**src/core/port_e_pfc_regs.vh**
```
`ifndef PORT_E_PFC_REGS_VH
`define PORT_E_PFC_REGS_VH

// register indices as printed; byte address is four times the index
`define IDX_PORT_A_DATA_LOW 32'hFFFF8382
`define IDX_PORT_E_DIRECTION 32'hFFFF83B4
`define IDX_PORT_E_FUNCTION_HIGH 32'hFFFF83B8
`define IDX_PORT_E_FUNCTION_LOW 32'hFFFF83BA

// decoded address width of the bus slave
`define PFC_ADDR_W 20

// reset values
`define RST_PORT_A_DATA_LOW 16'h0000
`define RST_PORT_E_DIRECTION 16'h0000
`define RST_PORT_E_FUNCTION_HIGH 16'h0000
`define RST_PORT_E_FUNCTION_LOW 16'h0000

// writable bit masks, all other bits read as zero
`define WMASK_PORT_A_DATA_LOW 16'hFFFF
`define WMASK_PORT_E_DIRECTION 16'hFFFF
`define WMASK_PORT_E_FUNCTION_HIGH 16'hF000
`define WMASK_PORT_E_FUNCTION_LOW 16'h55FF

// field positions, function high register
`define FLD_PIN15_FUNC_LO 14
`define FLD_PIN14_FUNC_LO 12
// field positions, function low register
`define FLD_PIN7_FUNC_SEL 14
`define FLD_PIN6_FUNC_SEL 12
`define FLD_PIN5_FUNC_SEL 10
`define FLD_PIN4_FUNC_SEL 8
`define FLD_PIN3_FUNC_LO 6
`define FLD_PIN2_FUNC_LO 4
`define FLD_PIN1_FUNC_LO 2
`define FLD_PIN0_FUNC_LO 0

// two-bit function codes
`define FUNC_PLAIN_IO 2'h0
`define FUNC_TIMER 2'h1
`define FUNC_DMA 2'h2
`define FUNC_ALT 2'h3

`endif

```
**src/core/port_e_pin_function_select.v**
```verilog
`timescale 1ns/1ps
`include "port_e_pfc_regs.vh"

module port_e_pin_function_select (
  input wire mclk,
  input wire sys_rst,
  // APB slave
  input wire psel,
  input wire penable,
  input wire pwrite,
  input wire [`PFC_ADDR_W-1:0] paddr,
  input wire [31:0] pwdata,
  input wire [3:0] pstrb,
  output wire pready,
  output wire [31:0] prdata,
  output wire pslverr,
  // port E pins
  input wire [15:0] peIn,
  output reg [15:0] peOut,
  output reg [15:0] peOe,
  input wire [15:0] peDataLatch,
  // port A low pins
  output wire [15:0] paDataLow,
  // timer capture/compare: index 0..7 = 0A,0B,0C,0D,1A,1B,2A,2B
  input wire [7:0] timerCcOut,
  input wire [7:0] timerCcOe,
  output reg [7:0] timerCcIn,
  // DMA and bus signals
  input wire dmaAckCh0,
  input wire dmaAckCh1,
  input wire addressHoldOut,
  input wire dmaReqAcceptedCh0,
  input wire dmaReqAcceptedCh1,
  output reg dmaRequestCh1
);

  reg [15:0] portADataLow_reg;
  reg [15:0] portEDirection_reg;
  reg [15:0] portEFunctionHigh_reg;
  reg [15:0] portEFunctionLow_reg;
  reg [31:0] rdata_reg;
  reg slverr_reg;
  reg [15:0] readValue;
  reg hit;
  reg [1:0] func15;
  reg [1:0] func14;
  reg [1:0] func3;
  reg [1:0] func2;
  reg [1:0] func1;
  reg [1:0] func0;
  integer i;

  wire setupPhase;
  wire accessPhase;
  wire doWrite;
  wire selADataLow;
  wire selEDirection;
  wire selEFunctionHigh;
  wire selEFunctionLow;

  // byte address of a printed index, kept to the decoded width
  function [`PFC_ADDR_W-1:0] idxToAddr;
    input [31:0] idx;
    reg [31:0] scaled;
    begin
      scaled = idx << 2;
      idxToAddr = scaled[`PFC_ADDR_W-1:0];
    end
  endfunction

  // lane-masked write: only strobed bytes and writable bits change
  function [15:0] laneMerge;
    input [15:0] oldVal;
    input [31:0] wdata;
    input [3:0] strb;
    input [15:0] wmask;
    reg [15:0] laneMask;
    begin
      laneMask = {{8{strb[1]}}, {8{strb[0]}}} & wmask;
      laneMerge = (oldVal & ~laneMask) | (wdata[15:0] & laneMask);
    end
  endfunction

  assign setupPhase = psel & ~penable;
  assign accessPhase = psel & penable;
  // zero wait states: read data is captured in setup, answered in access
  assign pready = accessPhase;
  assign prdata = rdata_reg;
  assign pslverr = accessPhase & slverr_reg;
  assign doWrite = accessPhase & pwrite & ~slverr_reg;

  assign selADataLow = (paddr == idxToAddr(`IDX_PORT_A_DATA_LOW));
  assign selEDirection = (paddr == idxToAddr(`IDX_PORT_E_DIRECTION));
  assign selEFunctionHigh = (paddr == idxToAddr(`IDX_PORT_E_FUNCTION_HIGH));
  assign selEFunctionLow = (paddr == idxToAddr(`IDX_PORT_E_FUNCTION_LOW));

  always @*
  begin
    hit = 1'b1;
    if (selADataLow)
    begin
      readValue = portADataLow_reg;
    end
    else if (selEDirection)
    begin
      readValue = portEDirection_reg;
    end
    else if (selEFunctionHigh)
    begin
      readValue = portEFunctionHigh_reg & `WMASK_PORT_E_FUNCTION_HIGH;
    end
    else if (selEFunctionLow)
    begin
      readValue = portEFunctionLow_reg & `WMASK_PORT_E_FUNCTION_LOW;
    end
    else
    begin
      readValue = 16'h0000;
      hit = 1'b0;
    end
  end

  // read data and error flag latched in the setup cycle
  always @(posedge mclk)
  begin
    if (sys_rst)
    begin
      rdata_reg <= 32'h00000000;
      slverr_reg <= 1'b0;
    end
    else if (setupPhase)
    begin
      rdata_reg <= {16'h0000, readValue};
      slverr_reg <= ~hit;
    end
  end

  always @(posedge mclk)
  begin
    if (sys_rst)
    begin
      portADataLow_reg <= `RST_PORT_A_DATA_LOW;
      portEDirection_reg <= `RST_PORT_E_DIRECTION;
      portEFunctionHigh_reg <= `RST_PORT_E_FUNCTION_HIGH;
      portEFunctionLow_reg <= `RST_PORT_E_FUNCTION_LOW;
    end
    else if (doWrite)
    begin
      if (selADataLow)
      begin
        portADataLow_reg <= laneMerge(portADataLow_reg, pwdata, pstrb,
          `WMASK_PORT_A_DATA_LOW);
      end
      else if (selEDirection)
      begin
        portEDirection_reg <= laneMerge(portEDirection_reg, pwdata, pstrb,
          `WMASK_PORT_E_DIRECTION);
      end
      else if (selEFunctionHigh)
      begin
        portEFunctionHigh_reg <= laneMerge(portEFunctionHigh_reg, pwdata, pstrb,
          `WMASK_PORT_E_FUNCTION_HIGH);
      end
      else if (selEFunctionLow)
      begin
        portEFunctionLow_reg <= laneMerge(portEFunctionLow_reg, pwdata, pstrb,
          `WMASK_PORT_E_FUNCTION_LOW);
      end
    end
  end

  assign paDataLow = portADataLow_reg;

  // pin multiplexer
  always @*
  begin
    func15 = portEFunctionHigh_reg[`FLD_PIN15_FUNC_LO+1:`FLD_PIN15_FUNC_LO];
    func14 = portEFunctionHigh_reg[`FLD_PIN14_FUNC_LO+1:`FLD_PIN14_FUNC_LO];
    func3 = portEFunctionLow_reg[`FLD_PIN3_FUNC_LO+1:`FLD_PIN3_FUNC_LO];
    func2 = portEFunctionLow_reg[`FLD_PIN2_FUNC_LO+1:`FLD_PIN2_FUNC_LO];
    func1 = portEFunctionLow_reg[`FLD_PIN1_FUNC_LO+1:`FLD_PIN1_FUNC_LO];
    func0 = portEFunctionLow_reg[`FLD_PIN0_FUNC_LO+1:`FLD_PIN0_FUNC_LO];
    // default: every pin in plain I/O
    for (i = 0; i < 16; i = i + 1)
    begin
      peOut[i] = portEDirection_reg[i] & peDataLatch[i];
      peOe[i] = portEDirection_reg[i];
    end
    timerCcIn = 8'h00;
    // request idles high so an unrouted pin never raises a request
    dmaRequestCh1 = 1'b1;

    // reserved codes float the pin rather than guess a function
    case (func15)
      `FUNC_PLAIN_IO:
      begin
        peOut[15] = portEDirection_reg[15] & peDataLatch[15];
      end
      `FUNC_DMA:
      begin
        peOut[15] = dmaAckCh1;
        peOe[15] = 1'b1;
      end
      default:
      begin
        peOut[15] = 1'b0;
        peOe[15] = 1'b0;
      end
    endcase

    case (func14)
      `FUNC_PLAIN_IO:
      begin
        peOut[14] = portEDirection_reg[14] & peDataLatch[14];
      end
      `FUNC_DMA:
      begin
        peOut[14] = dmaAckCh0;
        peOe[14] = 1'b1;
      end
      `FUNC_ALT:
      begin
        peOut[14] = addressHoldOut;
        peOe[14] = 1'b1;
      end
      default:
      begin
        peOut[14] = 1'b0;
        peOe[14] = 1'b0;
      end
    endcase

    // pins 7..4 to timer 2B,2A,1B,1A
    if (portEFunctionLow_reg[`FLD_PIN7_FUNC_SEL])
    begin
      peOut[7] = timerCcOut[7];
      peOe[7] = timerCcOe[7];
      timerCcIn[7] = peIn[7];
    end
    if (portEFunctionLow_reg[`FLD_PIN6_FUNC_SEL])
    begin
      peOut[6] = timerCcOut[6];
      peOe[6] = timerCcOe[6];
      timerCcIn[6] = peIn[6];
    end
    if (portEFunctionLow_reg[`FLD_PIN5_FUNC_SEL])
    begin
      peOut[5] = timerCcOut[5];
      peOe[5] = timerCcOe[5];
      timerCcIn[5] = peIn[5];
    end
    if (portEFunctionLow_reg[`FLD_PIN4_FUNC_SEL])
    begin
      peOut[4] = timerCcOut[4];
      peOe[4] = timerCcOe[4];
      timerCcIn[4] = peIn[4];
    end

    case (func3)
      `FUNC_PLAIN_IO:
      begin
        peOut[3] = portEDirection_reg[3] & peDataLatch[3];
      end
      `FUNC_TIMER:
      begin
        peOut[3] = timerCcOut[3];
        peOe[3] = timerCcOe[3];
        timerCcIn[3] = peIn[3];
      end
      `FUNC_DMA:
      begin
        peOut[3] = dmaReqAcceptedCh1;
        peOe[3] = 1'b1;
      end
      default:
      begin
        peOut[3] = 1'b0;
        peOe[3] = 1'b0;
      end
    endcase

    case (func2)
      `FUNC_PLAIN_IO:
      begin
        peOut[2] = portEDirection_reg[2] & peDataLatch[2];
      end
      `FUNC_TIMER:
      begin
        peOut[2] = timerCcOut[2];
        peOe[2] = timerCcOe[2];
        timerCcIn[2] = peIn[2];
      end
      `FUNC_DMA:
      begin
        peOut[2] = 1'b0;
        peOe[2] = 1'b0;
        dmaRequestCh1 = peIn[2];
      end
      default:
      begin
        peOut[2] = 1'b0;
        peOe[2] = 1'b0;
      end
    endcase

    case (func1)
      `FUNC_PLAIN_IO:
      begin
        peOut[1] = portEDirection_reg[1] & peDataLatch[1];
      end
      `FUNC_TIMER:
      begin
        peOut[1] = timerCcOut[1];
        peOe[1] = timerCcOe[1];
        timerCcIn[1] = peIn[1];
      end
      `FUNC_DMA:
      begin
        peOut[1] = dmaReqAcceptedCh0;
        peOe[1] = 1'b1;
      end
      default:
      begin
        peOut[1] = 1'b0;
        peOe[1] = 1'b0;
      end
    endcase

    case (func0)
      `FUNC_PLAIN_IO:
      begin
        peOut[0] = portEDirection_reg[0] & peDataLatch[0];
      end
      `FUNC_TIMER:
      begin
        peOut[0] = timerCcOut[0];
        peOe[0] = timerCcOe[0];
        timerCcIn[0] = peIn[0];
      end
      `FUNC_DMA:
      begin
        peOut[0] = dmaReqAcceptedCh0;
        peOe[0] = 1'b1;
      end
      default:
      begin
        peOut[0] = 1'b0;
        peOe[0] = 1'b0;
      end
    endcase
  end

endmodule // port_e_pin_function_select

```
**config.mk**
```make
export PLATFORM = sky130hd
export DESIGN_NAME = port_e_pin_function_select
export DESIGN_NICKNAME = d
export VERILOG_FILES = /design/src/core/port_e_pin_function_select.v
export VERILOG_INCLUDE_DIRS = /design/src /design/src/core
export SDC_FILE = /design/constraint.sdc
export NUM_CORES = 1
export LEC_CHECK = 0
export CAP_MARGIN = 20
export CORE_UTILIZATION = 57
export DETAILED_ROUTE_END_ITERATION = 16
export DONT_BUFFER_PORTS = 1
export PLACE_DENSITY = 0.8
export SYNTH_ARGS = -nofsm -noshare
export SYNTH_HDL_FRONTEND = slang
export SYNTH_SLANG_ARGS = --single-unit
```
**constraint.sdc**
```tcl
create_clock -name mclk -period 2 [get_ports mclk]
set_input_delay 0.1 -clock mclk [delete_from_list [all_inputs] [get_ports mclk]]
set_output_delay 0.1 -clock mclk [all_outputs]
set_load 0.01 [all_outputs]
```
==> reports/summary.txt <==
Reg2reg path depth: 6
Worst EP required: 2.21 ns
Worst slew pin tran: 0.571 ns
R2r setup slk: 0.24 ns
Highest Clock Rate: 567 MHz
Synth area leaders: dfxtp_1, mux2i_1, nor2_1
Fillers: 496
Most frequent cell after synthesis: nor2_1
Worst hold stages: 2
Nature of the critical path startpoint: flip-flop
Post-DP HPWL: 6.54 mm
Synth Flop Type: dfxtp_1
Initial antenna violation count: 0
Iteration-0 DRC Markers: 236
Largest area contributor in the netlist: dfxtp_1
# DRC: 0
Clock transition at path regs: 0.06 ns
Wire per inst: 18.9 µm
Num rows: 28
#FFs+latches synth: 65
Hold Path Sink: prdata[14]
Clock Tree Buf Depth: 2
Asr flop ratio synth: 0%
RR Startpoint: slverr_reg
DR pass1 iterations: 7
Root Buffer: clkbuf_8
Vias in the first global route: 2878
Worst hold margin: 0.0204 ns
# setup viols final: 0
Leakage Power: 1.59 nW
Most frequent cells after synthesis: nor2_1, dfxtp_1, mux2i_1
Fin util: 66.8%
CP max FO: 4
Mapped Cells: 399
Number of synthesized flops with an enable pin: 0
CP Capture Type: flip-flop
Avg Cell Area, Syn: 8.72 µm²
TNS Setup: 0 ns
Diode count: 0
Outcome: completed
Die area: 6420 µm²
Sink Count: 65
IO Pins: 205
Min-Delay Startpoint: sys_rst
DP Cell Count: 464
Area Growth Syn to Fin: 13.6%
Input/output buffers: 0
Pwr/cell area: 688 nW/µm²
Max-Slew Margin vs Limit: 61.5%
Largest net degree at the start of global routing: 64
Period minus WS final: 1.76 ns
Final hold vios: 0
Critical Setup Path Class: reg -> reg
Top cell type's share of synthesized area: 37.4%
Clk_skew: 0.00871 ns
FF+latch area: 1300 µm²
Total power: 0.00272 W
Max-cap violation count: 0
RePlAce Congestion: 0.811
CTS Buf Count: 9
Clock insertion delay at the later pin of the skew report: 0.34 ns
Routed Antenna Nets: 0
Non-Filler Instances: 496
Die H: 80.1 µm
Post-CTS Setup Bufs: 0
Routed WL: 9.40 mm
Starting Density: 58.8%
Die span in x: 80.1 µm
Global-route wire length before repair: 14.5 mm
Number of vias per cell: 6.26
Total GRT Usage: 30.1%
Share of cells above drive strength 1: 10.7%
Slew Viols, Final: 0
Multi-input gate area: 2000 µm²
Crit path DAT: 1.97 ns
Core area: 5920 µm²
Sequential share of the synthesized area: 37.4%
Peak supply drop: 0.829 mV
Mapped cell area: 3480 µm²
Final period utilization: 88.1%
Yosys cell types: 41
H-tree depth: 3
Vias: 3106
Final net count: 531
RSZ-0062 raised after global routing: no
CTS tree: yes
Yosys warnings: 0
Aggregate global routing overflow: 0
Hold Crit Class: in -> reg
==> per-stage QoR <==
stage                     cell area [µm²]  setup slack (ns)
after global routing                 3950             0.141
final                                3950             0.238
after detailed placement             3540           -0.0103
after global placement               3540            0.0145
after CTS                            3950             0.258
after floorplan                      3540           0.00583
==> cell families after synthesis <==
logic type | count (synthesis) | synth area share (%)
other | 1 | 0.108
flip-flops | 65 | 37.4
multiplexers | 54 | 15.7
AO/OA/AOI/OAI | 52 | 9.92
buffers and inverters | 41 | 7.08
AND/OR/NAND/NOR | 186 | 29.8
==> cell type report <==
class / instances / share of cell area [%]
multi-input combinational: 308 / 50.6
sequential: 65 / 32.9
timing repair buffer: 32 / 8.23
clock buffer: 13 / 4.27
tap: 75 / 2.37
clock inverter: 2 / 1.52
inverter: 1 / 0.0950
==> how the worst max path moves through the flow <==
| stage | start | end | cells after the start |
|---|---|---|---|
| global route | slverr_reg | flip-flop | 6 |
| finish | slverr_reg | flip-flop | 6 |
| detailed placement | paddr[8] | flip-flop | 5 |
| floorplan | paddr[8] | flip-flop | 6 |
| CTS | slverr_reg | flip-flop | 6 |
| global placement | paddr[8] | flip-flop | 7 |
==> routing by layer <==
metal  vias up  GRT usage, %  wire length [µm]
li1       1430             -                 -
met1      1465          35.1              3800
met2       183          51.2              4630
met3        28          8.64               688
met4         0          12.9               275
met5         -             0                 0
==> repair_timing <==
| item | in CTS | in global routing |
|---|---|---|
| endpoints found under the hold margin | 63 | 0 |
| resized for setup | 0 | 0 |
| hold buffers | 17 | 0 |
| endpoints found under the setup margin | 0 | 0 |
==> placed cells by master (no fill, tap or decap), types with 4 or more instances in the layout <==
cell and instances:
nor2_1 75, dfxtp_1 65, mux2i_1 49, nand2_1 19
nand3b_1 17, conb_1 16, dlygate4sd3_1 16, buf_4 13
a211oi_1 12, o31ai_1 12, clkbuf_8 12, a21oi_1 11
and2_1 11, and3_1 11, o21ai_0 9, nor3_1 8
nand2b_1 7, and3b_1 6, mux2_2 5, nand4_1 4
==> power by group <==
group	internal (W)	total (W)	switching, W
sequential	0.00130	0.00131	0.00000693
combinational	0.0000563	0.000135	0.0000786
clock	0.000799	0.00128	0.000478
==> critical path, cell delays in order, from the launching register on <==
cell and delay, ns:
dfxtp_1 0.34, and4b_1 0.34, nand2_1 0.19, nor4_4 0.33
buf_4 0.20, mux2i_1 0.18, nor2_1 0.06
Power figures use the tool's default switching activity.
